==> src/hw/galu_pkg.sv <==
// Package with encodings, operation codes and carrier types of the ALU.
package galu_pkg;

  // ------------------------------------------------------------
  // Instruction field positions and encodings.
  // ------------------------------------------------------------
  localparam int OPCODE_LSB = 0;
  localparam int FUNCT3_LSB = 12;
  localparam int RS2F_LSB = 20;
  localparam int SHAMT_LSB = 25;
  localparam int FUNCT7_LSB = 25;
  localparam int F2_LSB = 30;
  localparam logic [6:0] OPC_REG = 7'h2B;
  localparam logic [6:0] OPC_NORM = 7'h5B;
  localparam logic [2:0] F3_REG = 3'h3;
  localparam logic [2:0] F3_NADD = 3'h2;
  localparam logic [2:0] F3_NSUB = 3'h3;

  // ------------------------------------------------------------
  // Seven-bit selectors of the register-form operations, and the four-bit accumulate prefix.
  // ------------------------------------------------------------
  localparam logic [6:0] F7_ABS = 7'h28;
  localparam logic [6:0] F7_SLE = 7'h29;
  localparam logic [6:0] F7_SLEU = 7'h2A;
  localparam logic [6:0] F7_MIN = 7'h2B;
  localparam logic [6:0] F7_MINU = 7'h2C;
  localparam logic [6:0] F7_MAX = 7'h2D;
  localparam logic [6:0] F7_MAXU = 7'h2E;
  localparam logic [6:0] F7_EXTHS = 7'h30;
  localparam logic [6:0] F7_EXTHZ = 7'h31;
  localparam logic [6:0] F7_EXTBS = 7'h32;
  localparam logic [6:0] F7_EXTBZ = 7'h33;
  localparam logic [6:0] F7_CLIP = 7'h38;
  localparam logic [6:0] F7_CLIPU = 7'h39;
  localparam logic [6:0] F7_CLIPR = 7'h3A;
  localparam logic [6:0] F7_CLIPUR = 7'h3B;
  localparam logic [3:0] F7_ACC_HI = 4'h8;

  // ------------------------------------------------------------
  // Reset values and latency.
  // ------------------------------------------------------------
  localparam logic [31:0] RESULT_RST = 32'h0000_0000;
  localparam int LATENCY_CYCLES = 1;

  // ------------------------------------------------------------
  // Operation classes and carriers.
  // ------------------------------------------------------------
  typedef enum {
    GALU_ILLEGAL, GALU_ABS, GALU_SLE, GALU_SLEU, GALU_MIN, GALU_MINU,
    GALU_MAX, GALU_MAXU, GALU_EXTHS, GALU_EXTHZ, GALU_EXTBS, GALU_EXTBZ,
    GALU_CLIP, GALU_CLIPU, GALU_CLIPR, GALU_CLIPUR, GALU_NORM
  } galu_op_t;

  typedef struct packed {
    logic valid;
    logic [31:0] instr;
    logic [31:0] src1;
    logic [31:0] src2;
    logic [31:0] dest_old;
  } galu_req_t;

  typedef struct packed {
    logic valid;
    logic illegal;
    logic [31:0] result;
  } galu_rsp_t;

  typedef struct packed {
    logic sub;
    logic unsign;
    logic round;
    logic [4:0] shift;
    logic [31:0] opa;
    logic [31:0] opb;
  } galu_norm_t;

endpackage

==> src/hw/galu_norm.sv <==
// Normalizing add or subtract with optional rounding and right shift.
module galu_norm #(
  parameter int WIDTH = 32
) (
  input wire galu_pkg::galu_norm_t cmd,
  output logic [31:0] result
);

  // ------------------------------------------------------------
  // Elaboration check.
  // ------------------------------------------------------------
  if (WIDTH != 32)
  begin : g_chk
    $error("Normalizer supports only a 32-bit datapath.");
  end

  // ------------------------------------------------------------
  // Datapath.
  // ------------------------------------------------------------
  logic [31:0] sum;
  logic [31:0] round_term;
  logic [31:0] total;
  logic [4:0] shift_less;

  assign shift_less = cmd.shift - 5'h01;
  assign sum = cmd.sub ? cmd.opa - cmd.opb : cmd.opa + cmd.opb;
  assign round_term = (cmd.round && cmd.shift != 5'h00) ?
    (32'h0000_0001 << shift_less) : 32'h0000_0000;
  assign total = sum + round_term;
  assign result = cmd.unsign ? (total >> cmd.shift)
    : 32'($signed(total) >>> cmd.shift);

endmodule

==> src/hw/galu_top.sv <==
// General ALU datapath for custom integer instructions, one-cycle latency.
// Behaviour
// - Absolute value negates a negative first source, else passes it.
// - Set-less-equal writes 1 when src1 <= src2, signed or unsigned.
// - Minimum returns src1 when below src2, else src2.
// - Maximum returns src2 when src1 below it, else src1.
// - Unsigned sle, min and max compare both sources as unsigned magnitudes.
// - Extensions take low 16 or 8 bits, sign or zero extended.
// - Signed immediate clip saturates to -2^(width-1) and 2^(width-1)-1.
// - Width zero gives signed clip bounds -1 and 0.
// - Unsigned immediate clip floors at 0, caps at 2^(width-1)-1.
// - Signed register clip bounds are -(src2+1) and src2.
// - Unsigned register clip bounds are 0 and src2.
// - Signed immediate normalize adds or subtracts, shifts arithmetic.
// - Unsigned immediate normalize adds or subtracts, then shifts logical.
// - Rounding forms add 2^(shift-1) before shifting.
// - Zero shift gives zero rounding term.
// - Signed accumulate form uses dest and src1, arithmetic shift.
// - Unsigned accumulate form uses dest and src1, logical shift.
// - Accumulate rounding uses src2 low five bits, zero when zero.
// - Register forms decode opcode 0x2B, funct3 3, funct7 per op.
// - Immediate normalize decodes opcode 0x5B, funct3 2 add, 3 sub.
module galu_top #(
  parameter int WIDTH = 32
) (
  input wire logic mclk,
  input wire logic srst,
  input wire galu_pkg::galu_req_t req,
  output galu_pkg::galu_rsp_t rsp
);

  // ------------------------------------------------------------
  // Elaboration check.
  // ------------------------------------------------------------
  if (WIDTH != 32)
  begin : g_chk
    $error("ALU supports only a 32-bit datapath.");
  end

  // ------------------------------------------------------------
  // Helper functions.
  // ------------------------------------------------------------
  function automatic logic less_than(input logic [31:0] a,
                                     input logic [31:0] b,
                                     input logic uns);
    less_than = uns ? (a < b) : ($signed(a) < $signed(b));
  endfunction

  function automatic logic [31:0] clamp(input logic [31:0] x,
                                        input logic [31:0] lo,
                                        input logic [31:0] hi,
                                        input logic uns);
    if (!less_than(lo, x, uns))
    begin
      clamp = lo;
    end
    else if (!less_than(x, hi, uns))
    begin
      clamp = hi;
    end
    else
    begin
      clamp = x;
    end
  endfunction

  // ------------------------------------------------------------
  // Instruction fields.
  // ------------------------------------------------------------
  wire [6:0] opcode = req.instr[galu_pkg::OPCODE_LSB +: 7];
  wire [2:0] funct3 = req.instr[galu_pkg::FUNCT3_LSB +: 3];
  wire [6:0] funct7 = req.instr[galu_pkg::FUNCT7_LSB +: 7];
  wire [1:0] f2 = req.instr[galu_pkg::F2_LSB +: 2];
  wire [4:0] shift_imm = req.instr[galu_pkg::SHAMT_LSB +: 5];
  wire [4:0] clip_width_imm = req.instr[galu_pkg::RS2F_LSB +: 5];
  wire [31:0] src1 = req.src1;
  wire [31:0] src2 = req.src2;

  // ------------------------------------------------------------
  // Decode.
  // ------------------------------------------------------------
  wire is_reg = opcode == galu_pkg::OPC_REG && funct3 == galu_pkg::F3_REG;
  wire is_imm_norm = opcode == galu_pkg::OPC_NORM &&
    (funct3 == galu_pkg::F3_NADD || funct3 == galu_pkg::F3_NSUB);
  wire is_acc = is_reg && funct7[6:3] == galu_pkg::F7_ACC_HI;
  galu_pkg::galu_op_t op;

  always_comb
  begin
    op = galu_pkg::GALU_ILLEGAL;
    if (is_imm_norm || is_acc)
    begin
      op = galu_pkg::GALU_NORM;
    end
    else if (is_reg)
    begin
      case (funct7)
        galu_pkg::F7_ABS:
        begin
          op = galu_pkg::GALU_ABS;
        end
        galu_pkg::F7_SLE:
        begin
          op = galu_pkg::GALU_SLE;
        end
        galu_pkg::F7_SLEU:
        begin
          op = galu_pkg::GALU_SLEU;
        end
        galu_pkg::F7_MIN:
        begin
          op = galu_pkg::GALU_MIN;
        end
        galu_pkg::F7_MINU:
        begin
          op = galu_pkg::GALU_MINU;
        end
        galu_pkg::F7_MAX:
        begin
          op = galu_pkg::GALU_MAX;
        end
        galu_pkg::F7_MAXU:
        begin
          op = galu_pkg::GALU_MAXU;
        end
        galu_pkg::F7_EXTHS:
        begin
          op = galu_pkg::GALU_EXTHS;
        end
        galu_pkg::F7_EXTHZ:
        begin
          op = galu_pkg::GALU_EXTHZ;
        end
        galu_pkg::F7_EXTBS:
        begin
          op = galu_pkg::GALU_EXTBS;
        end
        galu_pkg::F7_EXTBZ:
        begin
          op = galu_pkg::GALU_EXTBZ;
        end
        galu_pkg::F7_CLIP:
        begin
          op = galu_pkg::GALU_CLIP;
        end
        galu_pkg::F7_CLIPU:
        begin
          op = galu_pkg::GALU_CLIPU;
        end
        galu_pkg::F7_CLIPR:
        begin
          op = galu_pkg::GALU_CLIPR;
        end
        galu_pkg::F7_CLIPUR:
        begin
          op = galu_pkg::GALU_CLIPUR;
        end
        default:
        begin
          op = galu_pkg::GALU_ILLEGAL;
        end
      endcase
    end
  end

  // ------------------------------------------------------------
  // Comparisons and clip bounds.
  // ------------------------------------------------------------
  wire [31:0] neg_src1 = 32'h0000_0000 - src1;
  wire [31:0] abs_src1 = src1[31] ? neg_src1 : src1;
  wire [31:0] ext_hs = {{16{src1[15]}}, src1[15:0]};
  wire [31:0] ext_hz = {16'h0000, src1[15:0]};
  wire [31:0] ext_bs = {{24{src1[7]}}, src1[7:0]};
  wire [31:0] ext_bz = {24'h00_0000, src1[7:0]};
  wire lt_s = less_than(src1, src2, 1'b0);
  wire lt_u = less_than(src1, src2, 1'b1);
  wire le_s = !less_than(src2, src1, 1'h0);
  wire le_u = !less_than(src2, src1, 1'h1);
  wire [4:0] width_less = clip_width_imm - 5'h01;
  wire [31:0] pow_imm = (clip_width_imm == 5'h00) ? 32'h0000_0000
    : (32'h0000_0001 << width_less);
  wire [31:0] imm_hi = (clip_width_imm == 5'h00) ? 32'h0000_0000
    : pow_imm - 32'h0000_0001;
  wire [31:0] imm_lo = (clip_width_imm == 5'h00) ? 32'hFFFF_FFFF
    : 32'h0000_0000 - pow_imm;
  wire [31:0] reg_lo = 32'h0000_0000 - (src2 + 32'h0000_0001);

  // Both register clips rely on src2 staying within 0 to 0x7FFFFFFF.
  wire [31:0] clip_s_imm = clamp(src1, imm_lo, imm_hi, 1'b0);
  // Lower bound 0 is compared signed so negative sources floor to zero.
  wire [31:0] clip_u_imm = clamp(src1, 32'h0000_0000, imm_hi, 1'b0);
  wire [31:0] clip_s_reg =
    clamp(src1, reg_lo, src2, 1'b0);
  wire [31:0] clip_u_reg =
    clamp(src1, 32'h0000_0000, src2, 1'b0);

  // ------------------------------------------------------------
  // Normalizing add and subtract.
  // ------------------------------------------------------------
  galu_pkg::galu_norm_t norm_cmd;
  logic [31:0] norm_result;

  always_comb
  begin
    norm_cmd.sub = 1'b0;
    norm_cmd.unsign = 1'b0;
    norm_cmd.round = 1'b0;
    norm_cmd.shift = 5'h00;
    norm_cmd.opa = src1;
    norm_cmd.opb = src2;
    if (is_acc)
    begin
      norm_cmd.sub = funct7[2];
      norm_cmd.unsign = funct7[0];
      norm_cmd.round = funct7[1];
      norm_cmd.shift = src2[4:0];
      norm_cmd.opa = req.dest_old;
      norm_cmd.opb = src1;
    end
    else
    begin
      norm_cmd.sub = funct3 == galu_pkg::F3_NSUB;
      norm_cmd.unsign = f2[0];
      norm_cmd.round = f2[1];
      norm_cmd.shift = shift_imm;
    end
  end

  galu_norm #(
    .WIDTH(WIDTH)
  ) u_norm (
    .cmd(norm_cmd),
    .result(norm_result)
  );

  // ------------------------------------------------------------
  // Result selection.
  // ------------------------------------------------------------
  logic [31:0] next_result;

  always_comb
  begin
    next_result = galu_pkg::RESULT_RST;
    case (op)
      galu_pkg::GALU_ABS:
      begin
        next_result = abs_src1;
      end
      galu_pkg::GALU_SLE:
      begin
        next_result = {31'h0, le_s};
      end
      galu_pkg::GALU_SLEU:
      begin
        next_result = {31'h0, le_u};
      end
      galu_pkg::GALU_MIN:
      begin
        next_result = lt_s ? src1 : src2;
      end
      galu_pkg::GALU_MINU:
      begin
        next_result = lt_u ? src1 : src2;
      end
      galu_pkg::GALU_MAX:
      begin
        next_result = lt_s ? src2 : src1;
      end
      galu_pkg::GALU_MAXU:
      begin
        next_result = lt_u ? src2 : src1;
      end
      galu_pkg::GALU_EXTHS:
      begin
        next_result = ext_hs;
      end
      galu_pkg::GALU_EXTHZ:
      begin
        next_result = ext_hz;
      end
      galu_pkg::GALU_EXTBS:
      begin
        next_result = ext_bs;
      end
      galu_pkg::GALU_EXTBZ:
      begin
        next_result = ext_bz;
      end
      galu_pkg::GALU_CLIP:
      begin
        next_result = clip_s_imm;
      end
      galu_pkg::GALU_CLIPU:
      begin
        next_result = clip_u_imm;
      end
      galu_pkg::GALU_CLIPR:
      begin
        next_result = clip_s_reg;
      end
      galu_pkg::GALU_CLIPUR:
      begin
        next_result = clip_u_reg;
      end
      galu_pkg::GALU_NORM:
      begin
        next_result = norm_result;
      end
      default:
      begin
        next_result = galu_pkg::RESULT_RST;
      end
    endcase
  end

  // ------------------------------------------------------------
  // Response fields.
  // ------------------------------------------------------------
  wire next_valid = req.valid;
  wire next_illegal = req.valid && op == galu_pkg::GALU_ILLEGAL;
  wire [31:0] next_masked = req.valid ? next_result : galu_pkg::RESULT_RST;

  // ------------------------------------------------------------
  // Output register.
  // ------------------------------------------------------------
  always_ff @(posedge mclk)
  begin
    if (srst)
    begin
      rsp.valid <= 1'b0;
      rsp.illegal <= 1'b0;
      rsp.result <= galu_pkg::RESULT_RST;
    end
    else
    begin
      rsp.valid <= next_valid;
      rsp.illegal <= next_illegal;
      rsp.result <= next_masked;
    end
  end

endmodule

==> config.mk <==
export PLATFORM = sky130hd
export DESIGN_NAME = galu_top
export DESIGN_NICKNAME = d
export VERILOG_FILES = /design/src/hw/galu_pkg.sv /design/src/hw/galu_norm.sv /design/src/hw/galu_top.sv
export SDC_FILE = /design/constraint.sdc
export NUM_CORES = 1
export LEC_CHECK = 0
export ABC_CLOCK_PERIOD_IN_PS = 17060
export BUFFER_PORTS_ARGS = -buffer_cell sky130_fd_sc_hd__buf_2
export CAP_MARGIN = 25
export CORE_MARGIN = 2
export CORE_UTILIZATION = 35
export CTS_BUF_LIST = sky130_fd_sc_hd__clkbuf_8
export CTS_CLUSTER_DIAMETER = 80
export DETAILED_ROUTE_END_ITERATION = 10
export GPL_TIMING_DRIVEN = 0
export PLACE_DENSITY = 0.5
export SYNTH_ARGS = -nofsm -noshare
export SYNTH_HDL_FRONTEND = slang
export SYNTH_SLANG_ARGS = --single-unit
==> constraint.sdc <==
create_clock -name mclk -period 17.06 [get_ports mclk]
set_input_delay 4.265 -clock mclk [delete_from_list [all_inputs] [get_ports mclk]]
set_output_delay 4.265 -clock mclk [all_outputs]
set_load 0.02 [all_outputs]
==> results of run 1 <==
how the worst max path moves through the flow:
stage          cells past startpoint  slack, ns      end
2_1_floorplan                     37       5.08   rsp[5]
3_3_place_gp                      35       2.39  rsp[17]
3_5_place_dp                      34       2.35  rsp[18]
4_1_cts                           34       2.68  rsp[18]
5_1_grt                           34       1.89  rsp[18]
6_report                          34       2.48  rsp[18]
tightest hold or removal path: cells and delay by family:
kind / cells / cell delay (ns)
and+or+nand+nor: 2 / 0.19
buffers and inverters: 1 / 0.08
cells by family after synthesis:
group	Yosys count	synth area share, %
simple gates	941	27.3
compound gates	908	36.3
buf+inv	258	6.05
fa+ha+maj	227	17.5
xor+xnor	96	5.20
mux	53	3.47
flops	34	4.17
other cells	1	0.0230
per-stage QoR:
step	total power, mW	setup slack (ns)	cell area (um2)	hold WS (ns)
final	0.822	2.48	18000	4.25
after global routing	0.877	1.89	18000	4.28
after floorplan	0.513	5.08	16300	4.44
after detailed placement	0.733	2.35	17900	4.59
after global placement	0.728	2.39	17800	4.60
after CTS	0.802	2.68	18000	4.25
report_power, final:
part / leakage [nW] / internal (mW) / switching (mW)
registers: 0.274 / 0.0796 / 0.0000628
clock network: 0.0472 / 0.0324 / 0.0346
logic: 7.38 / 0.222 / 0.453
total: 7.70 / 0.334 / 0.488
metal layers:
layer / global-route usage [%] / share of wire [%] / vias up
li1: - / - / 9689
met1: 45.7 / 40 / 10259
met2: 63.6 / 46 / 1091
met3: 5.31 / 7.1 / 269
met4: 22.1 / 7.0 / 4
met5: 0 / 0.033 / -
area by class of cell:
class | instances | area [um2] | share of cell area (%)
multi-input combinational | 2227 | 14700 | 81.4
sequential | 34 | 681 | 3.78
inverter | 117 | 439 | 2.44
tap | 607 | 759 | 4.21
clock inverter | 2 | 12.5 | 0.0694
buffer | 141 | 548 | 3.04
clock buffer | 6 | 82.6 | 0.458
timing repair buffer | 164 | 832 | 4.62
cells in the final DEF (no fill, tap or decap), types with 22 or more instances in the layout:
cell type	instances
o211ai_1	28
inv_1	116
mux2i_1	37
dfxtp_1	34
a21oi_1	261
a21o_1	38
and3_1	26
nand4_1	23
xnor2_1	75
o22ai_1	23
o21a_1	22
ha_1	225
nor3_1	88
clkbuf_1	116
buf_2	166
nor2b_1	23
nand2_1	273
o21ai_0	225
nand2b_1	43
a221oi_1	22
a211oi_1	39
nor2_1	278
nand3_1	72
a31oi_1	27
==> results.cfg, run 1 <==
[outcome]
outcome = complete, no violations

[floorplanning]
fp.dieH_um = 220
rows = 79
start_util_pct = 35.3
boundaryPins = 165
dieArea_mm2 = 0.0484
fp.dieW_um = 220
core_area_mm2 = 0.0463

[synthesis]
yosysTopAreaCell = ha_1
syn_area_mm2 = 0.0163
synthArstFlopShare_pct = 0
synthFlopType = dfxtp_1
synth_edf_count = 0
yosys.cell_types.count = 106
ys_top_cells_by_count = nor2_1 (278), nand2_1 (273), a21oi_1 (261), ha_1 (225), o21ai_0 (225)
synth_cells = 2518
avgSynthCellArea_um2 = 6.48
yosys.cell_count.top_type = nor2_1
synth_warnings = 0
ys_top_cells_by_area = ha_1 (17%), a21oi_1 (8.0%), o21ai_0 (6.9%), nor2_1 (6.4%), nand2_1 (6.3%)
synth-seq-cells = 34
yosys.area.top_type_share_pct = 17.3
ys_seq_area_share_pct = 4.17

[cts]
path_clk_slew_ns = 0.08
root_buffer = clkbuf_8
cts_hold_buf = 0
cts_sinks = 34
max-clock-path-buffers = 2
cts_tree = built
htree_levels = 2
cts-buffers-inserted = 5
cts_setup_buffers = 0
ctsResizeCount = 0

[setup_path]
crit_type = input pin to flip-flop
endpoint_kind = flip-flop
crit_path_start = req[126]
crit_arrival_ns = 14.80
cp_top_family = compound AO/OA/AOI/OAI gates
cpPeakStageDelay_ns = 0.78
cp-start-kind = input pin
path_buf_inv = 7
worst_path_max_delay_cell = a311oi_1
worstPathMaxFanout = 10
cpMostUsedCell = clkbuf_1
crit_required_ns = 17.28

[cells_and_area]
top_register = rsp
layout.nets = 3048
fillCellCount = 5180
layout-drive-gt1-share_pct = 9.55
finalNonFillerCells = 3298
largest_reg_flops = 34
reg_top3 = rsp: 34 flops
final_util_pct = 39.0
n_antenna_cell = 0
area_growth_pct = 10.4

[worst_hold_path]
holdPathStages = 3
hp-start = req[128]
hold_path_end = rsp[32]
hold_class = input pin to flip-flop

[grt]
grt_pass1_wl_mm = 135
antenna_found_initial = 3
grt_max_degree = 13
grt_overflow_total = 0
grt_pass1_vias = 20049
grt_usage_pct = 37.8

[route]
via_per_inst = 6.46
drc = 0
first_iter_violations = 2405
post_drt_wl_per_cell_um = 28.4
postRouteAntennaNets = 0
first_pass_iters = 6
wl_mm = 93.6
dr_total_vias = 21312

[timing]
fin_crit_sh_pct = 85.4
slew_headroom_pct = 23.6
rsz0062_at_grt = false
period_needed_ns = 14.58
maxSlewViolCount = 0
fmax_mhz = 68.6
setup_viol = 0
worstMarginPinSlew_ns = 1.15
tns_ns = 0
finalHoldViolCount = 0

[power]
peakVddDrop_v = 0.0000305
p_leak_nw = 7.70
p_per_area_mw_per_mm2 = 45.6

[job]
maxCapViolations = 0

[placement]
routabilityCongestion = 1.03
dp_hpwl_mm = 78.3
place_inst = 3286
io_buffers = 151
Note: power is estimated with default switching activity, not from simulation.
==> run 2, diff against run 1 <==
--- a/config.mk
+++ b/config.mk
@@ -13,8 +13,8 @@
 export CTS_BUF_LIST = sky130_fd_sc_hd__clkbuf_8
 export CTS_CLUSTER_DIAMETER = 80
 export DETAILED_ROUTE_END_ITERATION = 10
-export GPL_TIMING_DRIVEN = 0
 export PLACE_DENSITY = 0.5
+export SKIP_CTS_REPAIR_TIMING = 1
 export SYNTH_ARGS = -nofsm -noshare
 export SYNTH_HDL_FRONTEND = slang
 export SYNTH_SLANG_ARGS = --single-unit
==> run 2 against run 1 <==
Total power decreased by 2.8%; sequential cell count unchanged; worst setup slack improved by 1.4 ns; worst hold slack improved by 0.015 ns; critical path type unchanged; critical endpoint is now rsp[5]; largest cell class unchanged.
==> results.cfg, run 2 (synthesized netlist as in run 1, its figures left out) <==
[outcome]
outcome = complete, no violations

[power]
power.share.sequential_pct = 10.0
p_comb_share_pct = 80.1
power.share.switching_pct = 56.9
p_switching_mw = 0.454
p_per_area_mw_per_mm2 = 45.1
total_power_mw = 0.799
peakVddDrop_v = 0.0000334
intPower_mw = 0.344
clkPwrFrac_pct = 10.0
p_leak_nw = 7.62

[timing]
maxSlewViolCount = 0
setup_viol = 0
fin_crit_sh_pct = 77.0
worstMarginPinSlew_ns = 1.10
fmax_mhz = 76.1
holdWs_ns = 4.27
slew_headroom_pct = 26.4
finalHoldViolCount = 0
tns_ns = 0
rsz0062_at_grt = false
period_needed_ns = 13.14

[setup_path]
worst_path_max_delay_cell = or4b_4
crit_arrival_ns = 13.29
worstPathMaxFanout = 59
cp-start-kind = input pin
cp_num_cells = 35
crit_required_ns = 17.21
crit_type = input pin to flip-flop
cpPeakStageDelay_ns = 0.57
endpoint_kind = flip-flop
path_buf_inv = 3
cp_top_family = simple AND/OR/NAND/NOR gates

[job]
maxCapViolations = 0

[cells_and_area]
layout.nets = 2929
largest_reg_flops = 34
finalNonFillerCells = 3178
layout_commonest_cell = nor2_1
n_antenna_cell = 0
layout-drive-gt1-share_pct = 10.7
reg_top3 = rsp: 34 flops
area_growth_pct = 8.61
most-common-layout-cells = nor2_1 (278), nand2_1 (273), a21oi_1 (259)
top_register = rsp

[grt]
grt_overflow_total = 0
grt_pass1_wl_mm = 119
grt_max_degree = 60
grt_usage_pct = 32.3
antenna_found_initial = 2
grt_pass1_vias = 18899

[cts]
root_buffer = clkbuf_8
cts_tree = built
cts_sinks = 34
cts-buffers-inserted = 5
htree_levels = 2
max-clock-path-buffers = 2
path_clk_slew_ns = 0.07

[placement]
routabilityCongestion = 0.982
io_buffers = 154
place_inst = 3171
dp_hpwl_mm = 65.0

[worst_hold_path]
hold_class = input pin to flip-flop
holdPathStages = 3

[floorplanning]
fp.dieW_um = 220
core_area_mm2 = 0.0463
rows = 79
dieArea_mm2 = 0.0484
start_util_pct = 35.3
fp.dieH_um = 220
boundaryPins = 165

[route]
post_drt_wl_per_cell_um = 25.4
postRouteAntennaNets = 0
first_iter_violations = 2214
drc = 0
via_per_inst = 6.41
first_pass_iters = 6
wl_mm = 80.6
dr_total_vias = 20373
==> run 2: through the flow <==
| step | area [um2] | util, % | setup WS [ns] |
|---|---|---|---|
| 2_1_floorplan | 16300 | - | 5.08 |
| 5_1_grt | 17700 | 38.3 | 3.37 |
| 4_1_cts | 17700 | 38.3 | 3.99 |
| 3_5_place_dp | 17600 | 38.1 | 3.72 |
| 6_report | 17700 | 38.3 | 3.92 |
| 3_3_place_gp | 17600 | 38.1 | 3.73 |
==> run 2: final cells by class <==
cell class | instances | area (um2)
fill | 5121 | 28500
multi-input combinational | 2227 | 14700
timing repair buffer | 186 | 1010
tap | 607 | 759
sequential | 34 | 681
inverter | 117 | 439
clock buffer | 6 | 82.6
clock inverter | 1 | 30.0
==> run 2: path summary, 6_finish.rpt <==
| path | from | end | slack, ns |
|---|---|---|---|
| worst max-delay path | req[125] | rsp[5] | 3.92 |
| worst min-delay path | req[128] | rsp[32] | 4.27 |
==> run 2: per-layer routing <==
metal	part of all wire (%)	GRT usage, %	vias up
li1	-	-	9418
met1	43	42.4	9767
met2	46	55.0	995
met3	6.7	2.77	189
met4	4.2	11.3	4
met5	0.034	0	-
==> run 2: power by group through the flow <==
stage	combinational (mW)	clock [mW]	sequential [mW]
after floorplan	0.431	0	0.0819
after global placement	0.617	0	0.0815
after detailed placement	0.621	0	0.0815
after CTS	0.624	0.0803	0.0797
after global routing	0.697	0.0829	0.0797
final	0.640	0.0795	0.0797
